--- src/core/vio_pkg.sv ---
// constants shared by the valve and digital i/o test controller
// Summary of operation
// - valve on means its coil energised
// - on three-way valve selects normally-closed port
// - sequencing off: software switches each fitted valve
// - sequencing on: instrument control drives every fitted valve
// - sequencing off: valves change only by command
// - sample valve: off sample inlet, on cal
// - zero valve: off background air, on cal
// - optional pressurised valves: own outputs, readable
// - input test reports eight input levels
// - test mode suspends normal analog/digital i/o
// - leaving test mode restores automatic i/o control
// - automated output test sweeps every output
// - pump manual flow control clears valve sequencing
package vio_pkg;
	// register byte offsets
	localparam logic [7:0] VIO_OFS_CTRL = 8'h00;
	localparam logic [7:0] VIO_OFS_VALVE_MAN = 8'h04;
	localparam logic [7:0] VIO_OFS_VALVE_STAT = 8'h08;
	localparam logic [7:0] VIO_OFS_DIN = 8'h0C;
	localparam logic [7:0] VIO_OFS_DOUT = 8'h10;
	localparam logic [7:0] VIO_OFS_HOLD = 8'h14;
	localparam logic [7:0] VIO_OFS_STATUS = 8'h18;
	// control register fields
	localparam int VIO_CTRL_SEQ_BIT = 0;
	localparam int VIO_CTRL_PUMP_BIT = 1;
	localparam int VIO_CTRL_MODE_LSB = 2;
	localparam int VIO_CTRL_START_BIT = 4;
	// valve indices
	localparam int VIO_V_SAMPLE = 0;
	localparam int VIO_V_ZERO = 1;
	localparam int VIO_V_PZERO = 2;
	localparam int VIO_V_PSPAN = 3;
	localparam int VIO_NUM_VALVES = 4;
	localparam int VIO_NUM_IO = 8;
	// test mode encoding
	localparam logic [1:0] VIO_MODE_NONE = 2'h0;
	localparam logic [1:0] VIO_MODE_DIN = 2'h1;
	localparam logic [1:0] VIO_MODE_DOUT = 2'h2;
	// reset values
	localparam logic VIO_SEQ_RST = 1'h1;
	localparam logic [3:0] VIO_VALVE_RST = 4'h0;
	localparam logic [7:0] VIO_DOUT_RST = 8'h00;
	localparam logic [15:0] VIO_HOLD_RST = 16'h0100;
	localparam logic [2:0] VIO_IDX_LAST = 3'h7;
endpackage : vio_pkg

--- src/core/vio_sweep_if.sv ---
// carrier between the register front end and the output sweep engine
`timescale 1ns/1ps
interface vio_sweep_if;
	logic start;
	logic abort;
	logic [15:0] hold;
	logic busy;
	logic [2:0] idx;
	logic [7:0] pattern;
	modport ctl (
		output start,
		output abort,
		output hold,
		input busy,
		input idx,
		input pattern
	);
	modport eng (
		input start,
		input abort,
		input hold,
		output busy,
		output idx,
		output pattern
	);
endinterface : vio_sweep_if

--- src/core/vio_sweep.sv ---
// automated digital output sweep engine
`timescale 1ns/1ps
module vio_sweep
	import vio_pkg::*;
(
	input wire logic core_clk,
	input wire logic sys_rst,
	vio_sweep_if.eng sw
);
	typedef enum logic [2:0] {
		VIO_SW_IDLE = 3'b001,
		VIO_SW_ON = 3'b010,
		VIO_SW_OFF = 3'b100
	} vio_sweep_state_t;

	vio_sweep_state_t state_r;
	logic [15:0] cnt_r;
	logic [2:0] idx_r;
	logic [15:0] load;

	// a zero hold would wrap to the longest count, so it is treated as one cycle
	assign load = (sw.hold == 16'h0000) ? 16'h0000 : sw.hold - 16'h0001;

	// on phase then equal off phase per output, lowest index first
	always_ff @(posedge core_clk or posedge sys_rst) begin
		if (sys_rst) begin
			state_r <= VIO_SW_IDLE;
			cnt_r <= 16'h0000;
			idx_r <= 3'h0;
		end else if (sw.abort) begin
			state_r <= VIO_SW_IDLE;
			cnt_r <= 16'h0000;
			idx_r <= 3'h0;
		end else begin
			case (state_r)
				VIO_SW_IDLE: begin
					if (sw.start) begin
						state_r <= VIO_SW_ON;
						idx_r <= 3'h0;
						cnt_r <= load;
					end
				end
				VIO_SW_ON: begin
					if (cnt_r == 16'h0000) begin
						state_r <= VIO_SW_OFF;
						cnt_r <= load;
					end else begin
						cnt_r <= cnt_r - 16'h0001;
					end
				end
				VIO_SW_OFF: begin
					if (cnt_r != 16'h0000) begin
						cnt_r <= cnt_r - 16'h0001;
					end else if (idx_r == VIO_IDX_LAST) begin
						state_r <= VIO_SW_IDLE;
					end else begin
						state_r <= VIO_SW_ON;
						idx_r <= idx_r + 3'h1;
						cnt_r <= load;
					end
				end
				default: begin
					state_r <= VIO_SW_IDLE;
				end
			endcase
		end
	end

	assign sw.busy = (state_r != VIO_SW_IDLE);
	assign sw.idx = idx_r;
	// only the visited output is driven, and only in its on phase
	assign sw.pattern = (state_r == VIO_SW_ON) ? (8'h01 << idx_r) : 8'h00;
endmodule : vio_sweep

--- src/core/vio_top.sv ---
// valve sequencing and digital i/o test controller top level
//
// Decided for this implementation: the register addresses and the address-and-strobe port.
`timescale 1ns/1ps
module vio_top
	import vio_pkg::*;
(
	input wire logic core_clk,
	input wire logic sys_rst,
	// register port
	input wire logic [7:0] reg_addr,
	input wire logic [31:0] reg_wdata,
	input wire logic reg_wr,
	input wire logic reg_rd,
	output logic [31:0] reg_rdata,
	// instrument automatic control, same clock
	input wire logic [3:0] auto_valve,
	input wire logic [7:0] auto_dout,
	// pins
	input wire logic [7:0] din_pin,
	input wire logic [1:0] opt_fitted_pin,
	output logic [3:0] valve_coil,
	output logic sample_src_cal,
	output logic zero_src_cal,
	output logic [7:0] dout_pin,
	output logic io_suspend
);
	// synchronisers for pins from outside the clock domain
	logic [7:0] din_meta_r;
	logic [7:0] din_sync_r;
	logic [1:0] opt_meta_r;
	logic [1:0] opt_sync_r;

	// software state
	logic seq_en_r;
	logic pump_manual_r;
	logic [1:0] test_mode_r;
	logic [3:0] valve_man_r;
	logic [7:0] dout_man_r;
	logic [15:0] hold_r;
	logic start_r;
	logic [1:0] mode_prev_r;

	// output registers
	logic [3:0] valve_coil_r;
	logic sample_src_cal_r;
	logic zero_src_cal_r;
	logic [7:0] dout_r;
	logic io_suspend_r;
	logic [31:0] rdata_r;

	// decode helpers
	logic wr_ctrl;
	logic wr_valve;
	logic wr_dout;
	logic wr_hold;
	logic in_din_test;
	logic in_dout_test;
	logic test_active;
	logic [1:0] mode_wr;
	logic [3:0] valve_fit_mask;
	logic [3:0] valve_want;
	logic [7:0] dout_nxt;
	logic [31:0] rdata_nxt;

	vio_sweep_if sw_if ();

	vio_sweep u_sweep (
		.core_clk(core_clk),
		.sys_rst(sys_rst),
		.sw(sw_if.eng)
	);

	// write strobes per register
	assign wr_ctrl = reg_wr && (reg_addr == VIO_OFS_CTRL);
	assign wr_valve = reg_wr && (reg_addr == VIO_OFS_VALVE_MAN);
	assign wr_dout = reg_wr && (reg_addr == VIO_OFS_DOUT);
	assign wr_hold = reg_wr && (reg_addr == VIO_OFS_HOLD);
	assign mode_wr = reg_wdata[VIO_CTRL_MODE_LSB +: 2];

	// mode code 3 is reserved and behaves as no test
	assign in_din_test = (test_mode_r == VIO_MODE_DIN);
	assign in_dout_test = (test_mode_r == VIO_MODE_DOUT);
	assign test_active = in_din_test || in_dout_test;

	// two flops before anything looks at a pin
	always_ff @(posedge core_clk or posedge sys_rst) begin
		if (sys_rst) begin
			din_meta_r <= 8'h00;
			din_sync_r <= 8'h00;
			opt_meta_r <= 2'h0;
			opt_sync_r <= 2'h0;
		end else begin
			din_meta_r <= din_pin;
			din_sync_r <= din_meta_r;
			opt_meta_r <= opt_fitted_pin;
			opt_sync_r <= opt_meta_r;
		end
	end

	// valve sequencing enable and pump flow control selection
	always_ff @(posedge core_clk or posedge sys_rst) begin
		if (sys_rst) begin
			seq_en_r <= VIO_SEQ_RST;
			pump_manual_r <= 1'h0;
		end else if (wr_ctrl) begin
			pump_manual_r <= reg_wdata[VIO_CTRL_PUMP_BIT];
			// choosing manual flow overrides an enable in the same write
			if (reg_wdata[VIO_CTRL_PUMP_BIT] && !pump_manual_r) begin
				seq_en_r <= 1'h0;
			end else begin
				seq_en_r <= reg_wdata[VIO_CTRL_SEQ_BIT];
			end
		end
	end

	// test mode selection and edge tracking
	always_ff @(posedge core_clk or posedge sys_rst) begin
		if (sys_rst) begin
			test_mode_r <= VIO_MODE_NONE;
			mode_prev_r <= VIO_MODE_NONE;
		end else begin
			mode_prev_r <= test_mode_r;
			if (wr_ctrl) begin
				test_mode_r <= mode_wr;
			end
		end
	end

	// sweep start is a write-one pulse, honoured only in output test
	always_ff @(posedge core_clk or posedge sys_rst) begin
		if (sys_rst) begin
			start_r <= 1'h0;
		end else begin
			start_r <= wr_ctrl && reg_wdata[VIO_CTRL_START_BIT] && in_dout_test
				&& (mode_wr == VIO_MODE_DOUT);
		end
	end

	// sweep hold interval, in clock cycles
	always_ff @(posedge core_clk or posedge sys_rst) begin
		if (sys_rst) begin
			hold_r <= VIO_HOLD_RST;
		end else if (wr_hold) begin
			hold_r <= reg_wdata[15:0];
		end
	end

	assign sw_if.start = start_r;
	// leaving output test stops a sweep in progress
	assign sw_if.abort = !in_dout_test;
	assign sw_if.hold = hold_r;

	// manual valve image: tracks the controller while sequencing is on,
	// so turning sequencing off leaves every valve where it was
	always_ff @(posedge core_clk or posedge sys_rst) begin
		if (sys_rst) begin
			valve_man_r <= VIO_VALVE_RST;
		end else if (seq_en_r) begin
			valve_man_r <= auto_valve;
		end else if (wr_valve) begin
			valve_man_r <= reg_wdata[3:0];
		end
	end

	// optional valves that are not fitted are held de-energised
	assign valve_fit_mask = {opt_sync_r[1], opt_sync_r[0], 1'b1, 1'b1};

	// source of each coil: controller when sequencing, else manual image
	assign valve_want = (seq_en_r ? auto_valve : valve_man_r) & valve_fit_mask;

	// coil drive and flow path selects
	always_ff @(posedge core_clk or posedge sys_rst) begin
		if (sys_rst) begin
			valve_coil_r <= VIO_VALVE_RST;
			sample_src_cal_r <= 1'h0;
			zero_src_cal_r <= 1'h0;
		end else begin
			valve_coil_r <= valve_want;
			// on puts the three-way valve in its normally-closed path
			sample_src_cal_r <= valve_want[VIO_V_SAMPLE];
			zero_src_cal_r <= valve_want[VIO_V_ZERO];
		end
	end

	// manual output pattern for output test mode
	always_ff @(posedge core_clk or posedge sys_rst) begin
		if (sys_rst) begin
			dout_man_r <= VIO_DOUT_RST;
		end else if (wr_dout && in_dout_test && !sw_if.busy) begin
			dout_man_r <= reg_wdata[7:0];
		end else if (test_mode_r != mode_prev_r) begin
			// each entry to output test starts with all outputs off
			dout_man_r <= VIO_DOUT_RST;
		end
	end

	// per-output selection between automatic, sweep and manual drive
	genvar gi;
	generate
		for (gi = 0; gi < VIO_NUM_IO; gi++) begin : g_dout
			always_comb begin
				if (in_dout_test) begin
					dout_nxt[gi] = sw_if.busy ? sw_if.pattern[gi] : dout_man_r[gi];
				end else if (in_din_test) begin
					dout_nxt[gi] = 1'b0;
				end else begin
					dout_nxt[gi] = auto_dout[gi];
				end
			end
		end
	endgenerate

	// digital outputs and suspend flag toward the analog side
	always_ff @(posedge core_clk or posedge sys_rst) begin
		if (sys_rst) begin
			dout_r <= VIO_DOUT_RST;
			io_suspend_r <= 1'h0;
		end else begin
			dout_r <= dout_nxt;
			io_suspend_r <= test_active;
		end
	end

	// read mux; unmapped offsets read zero
	always_comb begin
		rdata_nxt = 32'h0000_0000;
		case (reg_addr)
			VIO_OFS_CTRL: begin
				rdata_nxt[VIO_CTRL_SEQ_BIT] = seq_en_r;
				rdata_nxt[VIO_CTRL_PUMP_BIT] = pump_manual_r;
				rdata_nxt[VIO_CTRL_MODE_LSB +: 2] = test_mode_r;
			end
			VIO_OFS_VALVE_MAN: begin
				rdata_nxt[3:0] = valve_man_r;
			end
			VIO_OFS_VALVE_STAT: begin
				rdata_nxt[3:0] = valve_coil_r;
				rdata_nxt[5:4] = opt_sync_r;
			end
			VIO_OFS_DIN: begin
				// levels are only meaningful to software in input test
				rdata_nxt[7:0] = in_din_test ? din_sync_r : 8'h00;
			end
			VIO_OFS_DOUT: begin
				rdata_nxt[7:0] = dout_r;
			end
			VIO_OFS_HOLD: begin
				rdata_nxt[15:0] = hold_r;
			end
			VIO_OFS_STATUS: begin
				rdata_nxt[0] = sw_if.busy;
				rdata_nxt[3:1] = sw_if.idx;
				rdata_nxt[4] = test_active;
			end
			default: begin
				rdata_nxt = 32'h0000_0000;
			end
		endcase
	end

	// read data stands only in the cycle after the strobe
	always_ff @(posedge core_clk or posedge sys_rst) begin
		if (sys_rst) begin
			rdata_r <= 32'h0000_0000;
		end else if (reg_rd) begin
			rdata_r <= rdata_nxt;
		end else begin
			rdata_r <= 32'h0000_0000;
		end
	end

	assign reg_rdata = rdata_r;
	assign valve_coil = valve_coil_r;
	assign sample_src_cal = sample_src_cal_r;
	assign zero_src_cal = zero_src_cal_r;
	assign dout_pin = dout_r;
	assign io_suspend = io_suspend_r;
endmodule : vio_top

--- config.mk ---
export PLATFORM = sky130hd
export DESIGN_NAME = vio_top
export DESIGN_NICKNAME = d
export VERILOG_FILES = /design/src/core/vio_pkg.sv /design/src/core/vio_sweep_if.sv /design/src/core/vio_sweep.sv /design/src/core/vio_top.sv
export SDC_FILE = /design/constraint.sdc
export NUM_CORES = 1
export LEC_CHECK = 0
export ABC_CLOCK_PERIOD_IN_PS = 4200
export BUFFER_PORTS_ARGS = -buffer_cell sky130_fd_sc_hd__buf_2
export CORE_MARGIN = 3
export CORE_UTILIZATION = 40
export CTS_BUF_LIST = sky130_fd_sc_hd__clkbuf_8
export CTS_CLUSTER_SIZE = 14
export DETAILED_ROUTE_END_ITERATION = 8
export SLEW_MARGIN = 5
export SYNTH_ARGS = -nofsm -noshare
export SYNTH_HDL_FRONTEND = slang
export SYNTH_SLANG_ARGS = --single-unit
--- constraint.sdc ---
create_clock -name core_clk -period 4.2 [get_ports core_clk]
set_clock_uncertainty 0.05 [all_clocks]
set_input_delay 0.84 -clock core_clk [delete_from_list [all_inputs] [get_ports core_clk]]
set_output_delay 0.84 -clock core_clk [all_outputs]
set_load 0.02 [all_outputs]
==> run_results.csv <==
group,metric,value,unit
run_status,status,"complete, no violations",
layout,final_common_cell,"dfrtp_1",
clock_network,cts_root_buf,"clkbuf_8",
pwr,clock_power_share,30.5,%
synthesis,async_flop_share,100.0,%
pwr,combPwrFrac,19.1,%
global_route,grt_max_degree,48,
place,dpl_cell_area,5648,um2
layout,layout_common_cells,"103 x dfrtp_1, 80 x buf_2, 45 x nand2_1, 27 x o21ai_0, 26 x nor2_1",
synthesis,synth-main-ff-cell,"dfrtp_1",
clock_network,clock_latency,0.38,ns
floorplanning,rows,40,
layout,antenna_cells,0,
timing,hold_violations,0,
critical_path,crit_buf_inv,2,
synthesis,yosysUniqueCellTypes,54,
detailed_routing,vias_per_cell,5.371,
floorplanning,die_area,14320,um2
pwr,pwr_density_cell,380.9,nW/um2
pwr,p_seq_share,50.3,%
place,dp_slack,1.083,ns
detailed_routing,drc,0,
timing,finalSetupTns,0,ns
place,dp_hpwl,9.524,mm
synthesis,avgSynthCellArea,10.61,um2
global_route,overflow,0,
timing,fin_crit_sh,70.31,%
run,max_cap_violations,0,
timing,maxSlewHeadroom,31.96,%
critical_path,cp_slowest_stage_delay,0.63,ns
global_route,antenna_found_initial,0,
detailed_routing,drt_pass1_iterations,5,
critical_path,worstPathCellList,"inv_1 > ha_1 > nor3b_1 > nor2_1 > and2_2 > inv_1 > o22ai_1",
worst_hold_path,min_path_type,"flip-flop to flip-flop",
timing,slew_violations,0,
timing,max_freq,338.6,MHz
global_route,grt_usage,18.06,%
clock_network,cts.sinks,106,
clock_network,cts_hold_buffers,0,
layout,drive_above_1_share,24.56,%
global_route,first_global_vias,3907,
clock_network,cts_htree_levels,3,
global_route,grt_pass1_wl,20.55,mm
floorplanning,die_x,119.7,um
pwr,power_leakage,2.880,nW
floorplanning,core,12310,um2
detailed_routing,post_drt_wl_per_cell,17.37,um
layout,postLayoutCellArea,5864,um2
critical_path,worst_path_max_delay_cell,"nor3b_1",
critical_path,critPathLaunchType,"flip-flop",
synthesis,syn_area,5167,um2
timing,rsz0062_at_grt,"no",
synthesis,ys_ff_latch,106,
critical_path,worst_setup_path_end_kind,"flip-flop",
clock_network,cts.repair.resized,0,
timing,setup_ws,1.247,ns
layout,layout.nets,638,
pwr,switchingPower,698.4,uW
critical_path,cp_common_cell,"inv_1",
pwr,peakVddDrop,0.2076,mV
critical_path,path_delay_family,"simple AND/OR/NAND/NOR gates",
clock_network,cts_tree,"built",
pwr,internal_power,1.535,mW
synthesis,syn-instance-count,487,
critical_path,cp.arrival,3.16,ns
critical_path,cp.required,4.40,ns
place,io_buffers,80,
detailed_routing,drt_iter0_markers,394,
layout,layoutNonFillerInstCount,734,
timing,worst_pin_slew,1.013,ns
detailed_routing,drt_wl_total,12.75,mm
synthesis,yosys_warnings,0,
pwr,power,2.234,mW
synthesis,ys_seq_area_share,51.40,%
floorplanning,io_pins,113,
timing,setup_viol,0,
pwr,switching_share,31.27,%
critical_path,critPathKind,"flip-flop to flip-flop",
place,globalplace.congestion,0.8364,
clock_network,cts.reportedPaths.clkPinSlew,0.11,ns
place,place_inst,718,
detailed_routing,ant_nets,0,
clock_network,cts_setup_buffers,0,
synthesis,synth_edf_count,0,
timing,fin_crit,2.953,ns
floorplanning,die_y,119.7,um
clock_network,cts.path.max_buffers,2,
layout,area_growth,13.49,%
detailed_routing,vias,3942,
clock_network,cts_inserted_buffers,9,
floorplanning,start_util,41.97,%
critical_path,crit_fanout,18,
routing by layer:
| layer | GRT usage (%) | vias up | routed length (um) |
|---|---|---|---|
| met5 | 0 | - | 0 |
| met4 | 3.865 | 0 | 129 |
| met3 | 4.194 | 12 | 862 |
| met2 | 28.99 | 136 | 6044 |
| met1 | 25.13 | 1943 | 5709 |
| li1 | - | 1851 | - |
flip-flops by register name (all words and copies together), names as in the netlist, 2 cells and up:
name	cells
u_sweep.sw.idx	3
din_meta_r	8
valve_coil	4
opt_sync_r	2
opt_meta_r	2
test_mode_r	2
hold_r	16
dout_man_r	8
mode_prev_r	2
valve_man_r	4
u_sweep.state_r	3
dout_pin	8
reg_rdata	16
din_sync_r	8
u_sweep.cnt_r	16
worst paths after layout:
check | depth (start not counted) | endpoint | slack, ns | startpoint
worst max-delay path | 7 | u_sweep.cnt_r[1] | 1.25 | test_mode_r[0]
worst min-delay path | 0 | din_sync_r[5] | 0.31 | din_meta_r[5]
worst max register to register | 7 | u_sweep.cnt_r[1] | 1.25 | test_mode_r[0]
worst min register to register | 0 | din_sync_r[5] | 0.31 | din_meta_r[5]
max in group asynchronous | 3 | din_sync_r[6] | 2.74 | sys_rst
min in group asynchronous | 2 | u_sweep.sw.idx[0] | 0.47 | sys_rst
kinds of logic (layout without fill, tap and decap cells):
group,Yosys count,in the layout,synth area share (%)
buf+inv,57,121,5.763
fa+ha+maj,11,11,2.663
mux,29,29,6.102
simple gates,160,160,16.42
other cells,1,16,0.07257
xor+xnor,22,22,3.729
flops,106,106,51.40
compound gates,101,101,13.85
cell type report:
type	count	area [um2]
tap	168	210.2
multi-input combinational	339	2270
sequential	106	2656
clock buffer	9	123.9
clock inverter	7	92.59
inverter	21	81.33
timing repair buffer	84	430.4
fill	1209	6447
power by group through the flow:
stage | Combinational [mW] | Clock [mW] | Sequential (mW)
floorplan | 0.313 | 0 | 1.14
finish | 0.428 | 0.682 | 1.12
CTS | 0.427 | 0.702 | 1.12
detailed placement | 0.425 | 0 | 1.14
global placement | 0.419 | 0 | 1.14
global route | 0.469 | 0.749 | 1.13
cells in the mapped netlist, drive strengths merged (2+ instances only):
library cell	n	share of area [%]
o2bb2ai	2	0.34
mux2i	9	1.7
nor2	26	1.9
buf	22	3.0
mux2	20	4.4
a22oi	13	1.9
ha	11	2.7
a21boi	2	0.29
dfstp	3	1.5
nand4b	4	0.68
or2	3	0.36
xnor2	13	2.2
inv	21	1.5
a22o	24	4.1
and3	7	0.85
nand4	3	0.36
o22ai	10	1.2
o21ai	27	2.6
nand3b	2	0.29
o32ai	4	0.68
clkbuf	14	1.2
dfrtp	103	50
nor3b	5	0.73
or3	6	0.73
a31oi	5	0.61
xor2	9	1.5
nand2	45	3.3
or4	3	0.58
nand3	16	1.5
nor4	7	1.1
and2	13	1.6
nor3	11	1.2
nand2b	5	0.61
a21oi	6	0.58
stage by stage:
| stage | hold WS (ns) | utilization (%) |
|---|---|---|
| final | 0.3116 | 47.63 |
| after global placement | 0.2822 | 45.87 |
| after floorplan | 0.2812 | - |
| after detailed placement | 0.2871 | 45.87 |
| after CTS | 0.3142 | 47.63 |
| after global routing | 0.3268 | 47.63 |
Power figures use the tool's default switching activity.
